`src/pkg/strap_cfg_pkg.sv`:
```
`default_nettype none
package strap_cfg_pkg;

    // register map, word offsets on the plain register port
    localparam logic [3:0] OFS_STRAP_RAW = 4'h0;
    localparam logic [3:0] OFS_RATIO = 4'h1;
    localparam logic [3:0] OFS_BLOCK_DISABLE = 4'h2;
    localparam logic [3:0] OFS_CFG_STATUS = 4'h3;

    // raw strap register fields
    localparam int RAW_BUS_POS = 0;
    localparam int RAW_CORE_POS = 4;
    localparam int RAW_SRDS_POS = 7;
    localparam int RAW_ARB_POS = 8;
    localparam int RAW_SPARE_POS = 9;

    // ratio register fields
    localparam int RATIO_BUS_POS = 0;
    localparam int RATIO_CORE_POS = 8;
    localparam int RATIO_MEM_POS = 16;

    // block disable register fields
    localparam int BDIS_PCI_POS = 0;

    // status register fields
    localparam int STAT_DONE_POS = 0;
    localparam int STAT_BUS_OK_POS = 1;
    localparam int STAT_CORE_OK_POS = 2;

    // values after reset
    localparam logic [31:0] BLOCK_DISABLE_RST = 32'h0000_0000;
    localparam logic [3:0] BUS_CODE_RST = 4'h0;
    localparam logic [2:0] CORE_CODE_RST = 3'h0;
    localparam logic [3:0] SPARE_RST = 4'h0;

    // cycles after reset release before the synchronised straps are taken
    localparam logic [1:0] SETTLE_CYCLES = 2'h2;

    typedef struct packed {
        logic [4:0] mult;
        logic ok;
    } bus_ratio_type;

    typedef struct packed {
        logic [3:0] halves;
        logic ok;
    } core_ratio_type;

    // platform clock to reference clock multiplier
    function automatic bus_ratio_type decode_bus(input logic [3:0] code);
        bus_ratio_type r;
        r = '{mult: 5'h00, ok: 1'b1};
        unique case (code)
            4'h0: r.mult = 5'h10;
            4'h3: r.mult = 5'h03;
            4'h4: r.mult = 5'h04;
            4'h5: r.mult = 5'h05;
            4'h6: r.mult = 5'h06;
            4'h8: r.mult = 5'h08;
            4'h9: r.mult = 5'h09;
            4'hA: r.mult = 5'h0A;
            4'hC: r.mult = 5'h0C;
            default: r.ok = 1'b0;
        endcase
        return r;
    endfunction

    // core clock to platform clock ratio, in halves
    function automatic core_ratio_type decode_core(input logic [2:0] code);
        core_ratio_type r;
        r = '{halves: 4'h0, ok: 1'b1};
        unique case (code)
            3'h0: r.halves = 4'h8;
            3'h3: r.halves = 4'h3;
            3'h4: r.halves = 4'h4;
            3'h5: r.halves = 4'h5;
            3'h6: r.halves = 4'h6;
            3'h7: r.halves = 4'h7;
            default: r.ok = 1'b0;
        endcase
        return r;
    endfunction

endpackage
`default_nettype wire
```
`src/pkg/strap_cap_if.sv`:
```
`timescale 1ns/10ps
`default_nettype none
interface strap_cap_if;
    logic [3:0] bus_code;
    logic [2:0] core_code;
    logic srds_sel;
    logic pci_arb_int;
    logic [3:0] spare;
    logic done;

    modport cap (
        output bus_code,
        output core_code,
        output srds_sel,
        output pci_arb_int,
        output spare,
        output done
    );

    modport use_side (
        input bus_code,
        input core_code,
        input srds_sel,
        input pci_arb_int,
        input spare,
        input done
    );
endinterface
`default_nettype wire

```
`src/design/reset_strap_clock_ratio_config.sv`:
```
// Overview of operation
// capture the four platform ratio straps at power-up to set platform clock
// decode platform ratio codes; reserved codes flagged as not valid
// board must drive every platform ratio strap; no default exists
// capture core ratio straps msb first and decode; 001 and 010 reserved
// board picks platform ratio so platform clock equals memory data rate
// memory bus clock runs at half the platform clock
// board keeps memory bus clock between 166 and 266 MHz
// board keeps platform clock at or above 333 MHz
// board keeps core clock between 667 MHz and speed-grade maximum
// outside 33-66 MHz reference, board supplies an asynchronous pci clock
// weak pull-ups on configuration inputs enabled only while in reset; here held on after release until the straps are captured
// serdes reference-clock select strap defaults low when undriven
// spare straps sampled but unused; board should allow pulling them low
// internal arbiter strap makes pci address pins driven despite block disable
// strap values latched once at reset end, held until next reset
//
// The implementer's own choices: the address-and-strobe port and the register offsets.
`timescale 1ns/10ps
`default_nettype none
module reset_strap_clock_ratio_config (
    // clock and reset
    input wire logic I_CLK,
    input wire logic I_RST_B,
    // strap pins
    input wire logic [3:0] I_BUS_RATIO_STRAPS,
    input wire logic I_CORE_RATIO_STRAP_MSB,
    input wire logic I_CORE_RATIO_STRAP_MID,
    input wire logic I_CORE_RATIO_STRAP_LSB,
    input wire logic I_SRDS_REFCLK_SEL_STRAP,
    input wire logic I_PCI_ARB_STRAP,
    input wire logic [3:0] I_SPARE_STRAPS,
    // register port
    input wire logic [3:0] I_ADDR,
    input wire logic [31:0] I_WDATA,
    input wire logic I_WR,
    input wire logic I_RD,
    output logic [31:0] O_RDATA,
    // pad control
    output logic O_CFG_PULLUP_EN,
    output logic O_SRDS_PULLUP_EN,
    output logic O_PCI_ADDR_OE,
    // decoded clock configuration
    output logic [4:0] O_PLAT_MULT,
    output logic O_PLAT_RATIO_OK,
    output logic [3:0] O_CORE_HALVES,
    output logic O_CORE_RATIO_OK,
    output logic [4:0] O_MEM_HALVES,
    output logic O_SRDS_REFCLK_SEL,
    output logic O_CFG_DONE
);
    strap_cap_if cap_bus ();

    strap_capture u_capture (
        .i_clk(I_CLK),
        .i_rst_b(I_RST_B),
        .i_bus_ratio_straps(I_BUS_RATIO_STRAPS),
        .i_core_ratio_strap_msb(I_CORE_RATIO_STRAP_MSB),
        .i_core_ratio_strap_mid(I_CORE_RATIO_STRAP_MID),
        .i_core_ratio_strap_lsb(I_CORE_RATIO_STRAP_LSB),
        .i_srds_refclk_sel_strap(I_SRDS_REFCLK_SEL_STRAP),
        .i_pci_arb_strap(I_PCI_ARB_STRAP),
        .i_spare_straps(I_SPARE_STRAPS),
        .cap(cap_bus.cap)
    );

    strap_cfg_pkg::bus_ratio_type bus_dec;
    strap_cfg_pkg::core_ratio_type core_dec;

    // decoded ratio state
    logic [4:0] plat_mult_r;
    logic [4:0] plat_mult_nxt;
    logic plat_ok_r;
    logic plat_ok_nxt;
    logic [3:0] core_halves_r;
    logic [3:0] core_halves_nxt;
    logic core_ok_r;
    logic core_ok_nxt;
    logic [4:0] mem_halves_r;
    logic [4:0] mem_halves_nxt;
    logic srds_sel_r;
    logic srds_sel_nxt;
    logic done_r;
    logic done_nxt;

    // pad control state
    logic pullup_r;
    logic pullup_nxt;
    logic srds_pullup_r;
    logic srds_pullup_nxt;
    logic pci_oe_r;
    logic pci_oe_nxt;

    // register state
    logic [31:0] bdis_r;
    logic [31:0] bdis_nxt;
    logic [31:0] rdata_r;
    logic [31:0] rdata_nxt;

    assign bus_dec = strap_cfg_pkg::decode_bus(cap_bus.bus_code);
    assign core_dec = strap_cfg_pkg::decode_core(cap_bus.core_code);

    // decoding of the held straps into clock ratios
    always_comb begin
        plat_mult_nxt = plat_mult_r;
        plat_ok_nxt = plat_ok_r;
        core_halves_nxt = core_halves_r;
        core_ok_nxt = core_ok_r;
        mem_halves_nxt = mem_halves_r;
        srds_sel_nxt = srds_sel_r;
        done_nxt = cap_bus.done;
        if (cap_bus.done) begin
            plat_mult_nxt = bus_dec.mult;
            plat_ok_nxt = bus_dec.ok;
            core_halves_nxt = core_dec.halves;
            core_ok_nxt = core_dec.ok;
            // memory clock to reference ratio in halves equals platform multiplier
            mem_halves_nxt = bus_dec.mult;
            srds_sel_nxt = cap_bus.srds_sel;
        end
    end

    always_ff @(posedge I_CLK or negedge I_RST_B) begin
        if (!I_RST_B) begin
            plat_mult_r <= 5'h00;
            plat_ok_r <= 1'b0;
            core_halves_r <= 4'h0;
            core_ok_r <= 1'b0;
            mem_halves_r <= 5'h00;
            srds_sel_r <= 1'b0;
            done_r <= 1'b0;
        end else begin
            plat_mult_r <= plat_mult_nxt;
            plat_ok_r <= plat_ok_nxt;
            core_halves_r <= core_halves_nxt;
            core_ok_r <= core_ok_nxt;
            mem_halves_r <= mem_halves_nxt;
            srds_sel_r <= srds_sel_nxt;
            done_r <= done_nxt;
        end
    end

    // pad control: pull-ups from reset until the straps are captured, pci address drive
    always_comb begin
        pullup_nxt = !cap_bus.done;
        srds_pullup_nxt = 1'b0;
        pci_oe_nxt = 1'b0;
        if (cap_bus.done) begin
            pci_oe_nxt = cap_bus.pci_arb_int
                         || !bdis_r[strap_cfg_pkg::BDIS_PCI_POS];
        end
    end

    always_ff @(posedge I_CLK or negedge I_RST_B) begin
        if (!I_RST_B) begin
            pullup_r <= 1'b1;
            srds_pullup_r <= 1'b0;
            pci_oe_r <= 1'b0;
        end else begin
            pullup_r <= pullup_nxt;
            srds_pullup_r <= srds_pullup_nxt;
            pci_oe_r <= pci_oe_nxt;
        end
    end

    // register port: writes and registered read data
    always_comb begin
        bdis_nxt = bdis_r;
        rdata_nxt = 32'h0000_0000;
        if (I_WR && I_ADDR == strap_cfg_pkg::OFS_BLOCK_DISABLE) begin
            bdis_nxt = 32'h0000_0000;
            bdis_nxt[strap_cfg_pkg::BDIS_PCI_POS] = I_WDATA[strap_cfg_pkg::BDIS_PCI_POS];
        end
        if (I_RD) begin
            unique case (I_ADDR)
                strap_cfg_pkg::OFS_STRAP_RAW: begin
                    rdata_nxt[strap_cfg_pkg::RAW_BUS_POS +: 4] = cap_bus.bus_code;
                    rdata_nxt[strap_cfg_pkg::RAW_CORE_POS +: 3] = cap_bus.core_code;
                    rdata_nxt[strap_cfg_pkg::RAW_SRDS_POS] = cap_bus.srds_sel;
                    rdata_nxt[strap_cfg_pkg::RAW_ARB_POS] = cap_bus.pci_arb_int;
                    // spare straps are only reported, never used
                    rdata_nxt[strap_cfg_pkg::RAW_SPARE_POS +: 4] = cap_bus.spare;
                end
                strap_cfg_pkg::OFS_RATIO: begin
                    rdata_nxt[strap_cfg_pkg::RATIO_BUS_POS +: 5] = plat_mult_r;
                    rdata_nxt[strap_cfg_pkg::RATIO_CORE_POS +: 4] = core_halves_r;
                    rdata_nxt[strap_cfg_pkg::RATIO_MEM_POS +: 5] = mem_halves_r;
                end
                strap_cfg_pkg::OFS_BLOCK_DISABLE: begin
                    rdata_nxt = bdis_r;
                end
                strap_cfg_pkg::OFS_CFG_STATUS: begin
                    rdata_nxt[strap_cfg_pkg::STAT_DONE_POS] = done_r;
                    rdata_nxt[strap_cfg_pkg::STAT_BUS_OK_POS] = plat_ok_r;
                    rdata_nxt[strap_cfg_pkg::STAT_CORE_OK_POS] = core_ok_r;
                end
                default: begin
                    rdata_nxt = 32'h0000_0000;
                end
            endcase
        end
    end

    always_ff @(posedge I_CLK or negedge I_RST_B) begin
        if (!I_RST_B) begin
            bdis_r <= strap_cfg_pkg::BLOCK_DISABLE_RST;
            rdata_r <= 32'h0000_0000;
        end else begin
            bdis_r <= bdis_nxt;
            rdata_r <= rdata_nxt;
        end
    end

    assign O_RDATA = rdata_r;
    assign O_CFG_PULLUP_EN = pullup_r;
    assign O_SRDS_PULLUP_EN = srds_pullup_r;
    assign O_PCI_ADDR_OE = pci_oe_r;
    assign O_PLAT_MULT = plat_mult_r;
    assign O_PLAT_RATIO_OK = plat_ok_r;
    assign O_CORE_HALVES = core_halves_r;
    assign O_CORE_RATIO_OK = core_ok_r;
    assign O_MEM_HALVES = mem_halves_r;
    assign O_SRDS_REFCLK_SEL = srds_sel_r;
    assign O_CFG_DONE = done_r;
endmodule
`default_nettype wire

```
`src/design/strap_capture.sv`:
```
`timescale 1ns/10ps
`default_nettype none
module strap_capture (
    // clock and reset
    input wire logic i_clk,
    input wire logic i_rst_b,
    // strap pins
    input wire logic [3:0] i_bus_ratio_straps,
    input wire logic i_core_ratio_strap_msb,
    input wire logic i_core_ratio_strap_mid,
    input wire logic i_core_ratio_strap_lsb,
    input wire logic i_srds_refclk_sel_strap,
    input wire logic i_pci_arb_strap,
    input wire logic [3:0] i_spare_straps,
    // captured values
    strap_cap_if.cap cap
);
    logic [12:0] pins;
    logic [12:0] sync1_r;
    logic [12:0] sync2_r;
    logic [1:0] settle_r;
    logic [1:0] settle_nxt;
    logic [12:0] held_r;
    logic [12:0] held_nxt;
    logic done_r;
    logic done_nxt;

    assign pins = {i_spare_straps, i_pci_arb_strap, i_srds_refclk_sel_strap,
                   i_core_ratio_strap_msb, i_core_ratio_strap_mid,
                   i_core_ratio_strap_lsb, i_bus_ratio_straps};

    // two-stage synchroniser for the strap pins
    always_ff @(posedge i_clk or negedge i_rst_b) begin
        if (!i_rst_b) begin
            sync1_r <= 13'h0000;
            sync2_r <= 13'h0000;
        end else begin
            sync1_r <= pins;
            sync2_r <= sync1_r;
        end
    end

    // take the straps once after release, then hold them
    always_comb begin
        settle_nxt = settle_r;
        held_nxt = held_r;
        done_nxt = done_r;
        if (!done_r) begin
            if (settle_r == strap_cfg_pkg::SETTLE_CYCLES) begin
                held_nxt = sync2_r;
                done_nxt = 1'b1;
            end else begin
                settle_nxt = settle_r + 2'h1;
            end
        end
    end

    always_ff @(posedge i_clk or negedge i_rst_b) begin
        if (!i_rst_b) begin
            settle_r <= 2'h0;
            held_r <= 13'h0000;
            done_r <= 1'b0;
        end else begin
            settle_r <= settle_nxt;
            held_r <= held_nxt;
            done_r <= done_nxt;
        end
    end

    assign cap.bus_code = held_r[3:0];
    assign cap.core_code = held_r[6:4];
    assign cap.srds_sel = held_r[7];
    assign cap.pci_arb_int = held_r[8];
    assign cap.spare = held_r[12:9];
    assign cap.done = done_r;
endmodule
`default_nettype wire

```
`config.mk`:
```
export PLATFORM = sky130hd
export DESIGN_NAME = reset_strap_clock_ratio_config
export DESIGN_NICKNAME = d
export VERILOG_FILES = /design/src/pkg/strap_cfg_pkg.sv /design/src/pkg/strap_cap_if.sv /design/src/design/reset_strap_clock_ratio_config.sv /design/src/design/strap_capture.sv
export SDC_FILE = /design/constraint.sdc
export NUM_CORES = 1
export LEC_CHECK = 0
export ABC_CLOCK_PERIOD_IN_PS = 2000
export BUFFER_PORTS_ARGS = -buffer_cell sky130_fd_sc_hd__buf_4
export CAP_MARGIN = 0
export CORE_MARGIN = 10
export CORE_UTILIZATION = 49
export CTS_CLUSTER_SIZE = 28
export DETAILED_ROUTE_END_ITERATION = 16
export PLACE_DENSITY = 0.87
export SETUP_SLACK_MARGIN = 0.5
export SLEW_MARGIN = 15
export SYNTH_ARGS = -nofsm -noshare
export SYNTH_HDL_FRONTEND = slang
export SYNTH_HIERARCHICAL = 1
export SYNTH_SLANG_ARGS = --single-unit
```
`constraint.sdc`:
```
create_clock -name I_CLK -period 2 [get_ports I_CLK]
set_clock_uncertainty 0.15 [all_clocks]
set_input_delay 0 -clock I_CLK [delete_from_list [all_inputs] [get_ports I_CLK]]
set_output_delay 0 -clock I_CLK [all_outputs]
set_load 0.01 [all_outputs]
```
Word level (Yosys, flattened, before mapping)
Cells that the tools add are included.
{ "totals": {"regBits": 90, "word_cells": 60, "inputBits": 53, "output_inout_bits": 53} }
{ "classes": {"n_mux": 14, "addsub": 1, "reduce_logical": 11, "eq_ne": 17, "bitwise_logic": 2} }
{ "op_table": {"columns": ["op", "count"], "rows": [
  ["$pmux 5 s9", 1],
  ["$pmux 4 s6", 1],
  ["$mux 21", 1],
  ["$eq 4x4->1 const B", 4],
  ["$eq 3x3->1 const B", 4],
  ["$eq 4x2->1 const B", 3],
  ["$eq 4x3->1 const B", 3],
  ["$pmux 3 s4", 1],
  ["$reduce_or 9->1", 1],
  ["$logic_not 4->1", 2],
  ["$pmux 4 s2", 1],
  ["$mux 1", 6],
  ["$reduce_or 6->1", 1],
  ["$mux 5", 1],
  ["$eq 4x1->1 const B", 1],
  ["$pmux 2 s2", 1],
  ["$reduce_and 2->1", 2],
  ["$eq 3x2->1 const B", 1],
  ["$logic_not 3->1", 1],
  ["$mux 3", 1],
  ["$add 2x1->2 const B", 1],
  ["$eq 2x2->1 const B", 1],
  ["$logic_not 1->1", 2],
  ["$not 1->1", 2],
  ["other kinds (2)", 2]
]} }

Logic depth before layout (Yosys ltp)
{ "logic_depth": {"word_depth": 3, "ltp_mapped": 5, "depth_no_buf": 4} }

Cells and area by module
The synthesis kept the hierarchy.
{ "by_module_without_submodules": {"columns": ["mod", "cells_per_inst", "seq_area_each_um2", "n_inst", "area_each_um2"], "rows": [
  ["reset_strap_clock_ratio_config", 142, 852.1, 1, 1600.3],
  ["strap_capture", 63, 1051.0, 1, 1310.0]
]} }

Worst setup path after synthesis
No wires, ideal clock.
{ "synth_path": {"path_type": "register to register", "start": "reg u_capture.settle_r[0]", "end": "reg u_capture.held_r[10]", "path_stages_with_launch": 6, "required_ns": 1.725, "setup_ns": 0.125, "n_path_buf": 1, "t_arrival_ns": 1.216, "slack_ns": 0.509, "synth_period_minus_slack_ns": 1.491, "path_cell_list": "dfrtp_1 -> inv_1 -> ha_1 -> nor2b_4 -> buf_12 -> mux2_4"} }
{ "synth_between": {"elab_chain_cells": 2} }
{ "synth_lines": {"columns": ["element", "line_no", "text"], "rows": [
  ["start: declaration", "strap_capture.sv:21", "logic [1:0] settle_r;"],
  ["start signal: assignment", "strap_capture.sv:64", "settle_r <= settle_nxt;"],
  ["$eq 2x2->1", "strap_capture.sv:49", "if (settle_r == strap_cfg_pkg::SETTLE_CYCLES) begin"],
  ["$reduce_and 2->1 (no source line)", null, null],
  ["end signal: assignment", "strap_capture.sv:65", "held_r <= held_nxt;"],
  ["end: declaration", "strap_capture.sv:23", "logic [12:0] held_r;"]
]} }
Every way passes these cells.
A chain may end at the register's enable or synchronous reset.

Worst setup path after layout
{ "layout_path": {"start": "reg u_capture.settle_r[0]", "end": "reg u_capture.held_r[3]"} }
Same word-level chain as after synthesis.

==> metrics.txt <==
outcome finished clean; most frequent cells in the layout dfrtp_1 (73), buf_4 (61), dlygate4sd3_1 (24), conb_1 (15), mux2_4 (13); CP arrival ~1.6 ns; Final Hold Viols 0; Hold WS ~0.14 ns; minimum clock period approximately 1.5 ns; post-synthesis cell type count 38; DR iter-0 viols 43; Detail Route Antenna Nets 0; Post-synth top flop dfrtp_1; H-tree levels 3; WL/cell between 15 and 20 um; met2 Resource Use GR roughly a fifth; max-cap violations 0; GRT Total Usage between 10% and 20%; Ports 106; share of post-route cells with drive strength above 1 a little under two fifths; Mapped Avg Cell Area between 10 and 15 um^2; CP Launch Point u_capture/settle_r[0]$_DFFE_PN0P_; FP Rows 28; Leak about 1.9 nW; grt met1 use about 14%; crit path max fanout 7; Mapped Cells approximately 200; Clock Latency Late Sink 0.35 ns; Post-synth EDFFs 0; CTS Buf Count 9; Die Y 97.1 um; largest net degree at the start of global routing 37; post-synth top area cell dfrtp_1; f_max 667 MHz; Reg-to-Reg Start u_capture/settle_r[0]$_DFFE_PN0P_; drt total wl approximately 5900 um; CTS sink count 76; share of the synthesized area in the top cell type ~64%; met3 GRT Util a little over 5%; Die Wd between 90 and 100 um; post-synthesis sequential area ratio roughly two thirds; clock root cell clkbuf_8; vias in the first global route roughly 2000; Setup crit end u_capture/held_r[3]$_DFFE_PN0P_; gpl congestion 0.764; core box area slightly below 0.006 mm^2; area of the mapped netlist between 0.002 and 0.003 mm^2; Remaining DRCs 0; first-pass GRT wire length around 9700 um; Area Growth Syn to Fin 31.5%; Crit Path Category reg -> reg; Async SR Flop Fraction 100%; Pwr per Cell Area roughly 800 mW/mm^2; Initial Util a little under 50%; HP Start I_SRDS_REFCLK_SEL_STRAP; input/output buffers 59; Worst Reg-to-Reg Cells 5; register bit total from synthesis 76; global route overflow 0; Hold Path Class in -> reg; commonest non-fill, non-tap cell in the layout dfrtp_1; final setup fails 0; Final Slew Violations 0; CTS tree done; busiest grt layer met2; period utilization 75.0%; Max clock buf depth 2; top area cells in the synthesized netlist dfrtp_1 (64%), buf_4 (5.2%), mux2_4 (5.2%), mux2i_1 (3.1%), mux2_2 (2.7%); r2r endpoint u_capture/held_r[3]$_DFFE_PN0P_; setup TNS 0 ns; initial antenna violation count 1; IR drop worst, VDD ~0.46 mV; YS warnings 6; Vias/cell 4.86; type of origin of the critical path register; post-DP HPWL just over 4000 um; drt pass-1 iters 4; FF-to-FF setup slack approximately 0.5 ns; Clk pin slew, worst setup/hold paths around 0.08 ns; CP Capture Type register; DIE AREA ~0.0094 mm^2; Via Count around 1800; Worst EP required around 2.1 ns; RSZ-0062 raised after global routing true; nets@finish between 300 and 400
cell type report:
class | count | area (um^2)
fillers | 422 | 2020
clock buffers | 11 | 141
flip-flops and latches | 76 | 1910
clock inverters | 5 | 52.6
repair buffers | 89 | 756
well taps | 75 | 93.8
multi-input cells | 107 | 852
inverters | 6 | 22.5
diodes | 1 | 2.50
how the worst min path moves through the flow:
| stage | endpoint | depth (start not counted) |
|---|---|---|
| final | u_capture/sync1_r[7]$_DFF_PN0_ | 2 |
| after global routing | u_capture/sync1_r[5]$_DFF_PN0_ | 2 |
| after CTS | O_RDATA[16]$_DFF_PN0_ | 3 |
| after global placement | O_RDATA[10]$_DFF_PN0_ | 1 |
| after floorplan | O_CFG_DONE$_DFF_PN0_ | 0 |
| after detailed placement | O_RDATA[9]$_DFF_PN0_ | 1 |
cells by family (layout without fill, tap and decap cells):
kind of cell,Yosys count,count (layout),share of synthesized area [%]
flip-flops,76,76,65.4
AND/OR/NAND/NOR,37,37,7.27
buffers and inverters,36,111,8.30
multiplexers,27,27,11.9
AO/OA/AOI/OAI,20,20,4.43
XOR/XNOR,5,5,1.51
adder cells (fa/ha/maj),3,3,1.12
other,1,16,0.129
cell usage after synthesis, drive strengths merged (2+ instances only):
library cell  count
and3              8
o2bb2ai           3
inv               6
xnor2             3
mux2             17
buf              24
dfrtp            75
o21ai             9
clkbuf            6
nand2             5
nand3             2
maj3              2
xor2              2
mux2i             9
a21oi             3
and2              4
o211ai            2
nor2             11
where the power goes:
| part | total, mW | internal [mW] | switching, mW |
|---|---|---|---|
| registers | 1.66 | 1.60 | 0.0568 |
| logic | 0.277 | 0.155 | 0.122 |
| clock network | 1.13 | 0.604 | 0.528 |
| total | 3.07 | 2.36 | 0.707 |
metal layers:
layer / part of all wire [%] / routed length (um) / up-vias
met3: 7.9 / 460 / 13
met5: 0 / 0 / -
li1: - / - / 832
met4: 2.5 / 146 / 0
met1: 42 / 2450 / 874
met2: 48 / 2800 / 79
flip-flops by register name, indices dropped and copies added (netlist names), 2 cells and up:
register            count
O_RDATA                18
u_capture/sync2_r      13
O_CORE_HALVES           4
u_capture/held_r       13
u_capture/settle_r      2
u_capture/sync1_r      13
O_MEM_HALVES            5
metrics by stage:
stage	instance area (um^2)	util, %	setup slack [ns]	power [mW]	instances
final	3830	65.4	0.500	3.07	370
after detailed placement	3330	56.9	0.439	1.93	328
after CTS	3760	64.3	0.489	3.08	366
after global placement	3330	56.9	0.478	1.91	328
after floorplan	2960	-	0.509	1.81	219
after global routing	3830	65.4	0.458	3.19	370
worst max-delay path: stages (launching register included):
cell	delay (ns)
dfrtp_1	0.39
inv_2	0.08
ha_4	0.14
nor2b_4	0.17
buf_8	0.15
mux2_4	0.30
repair_timing:
item,CTS,global route
endpoints found under the hold margin,104,12
setup endpoints to repair,13,38
hold buffers,21,3
pin swaps,1,0
setup buffers,1,0
gates resized for setup,5,9
(Power assumes the default switching activity.)
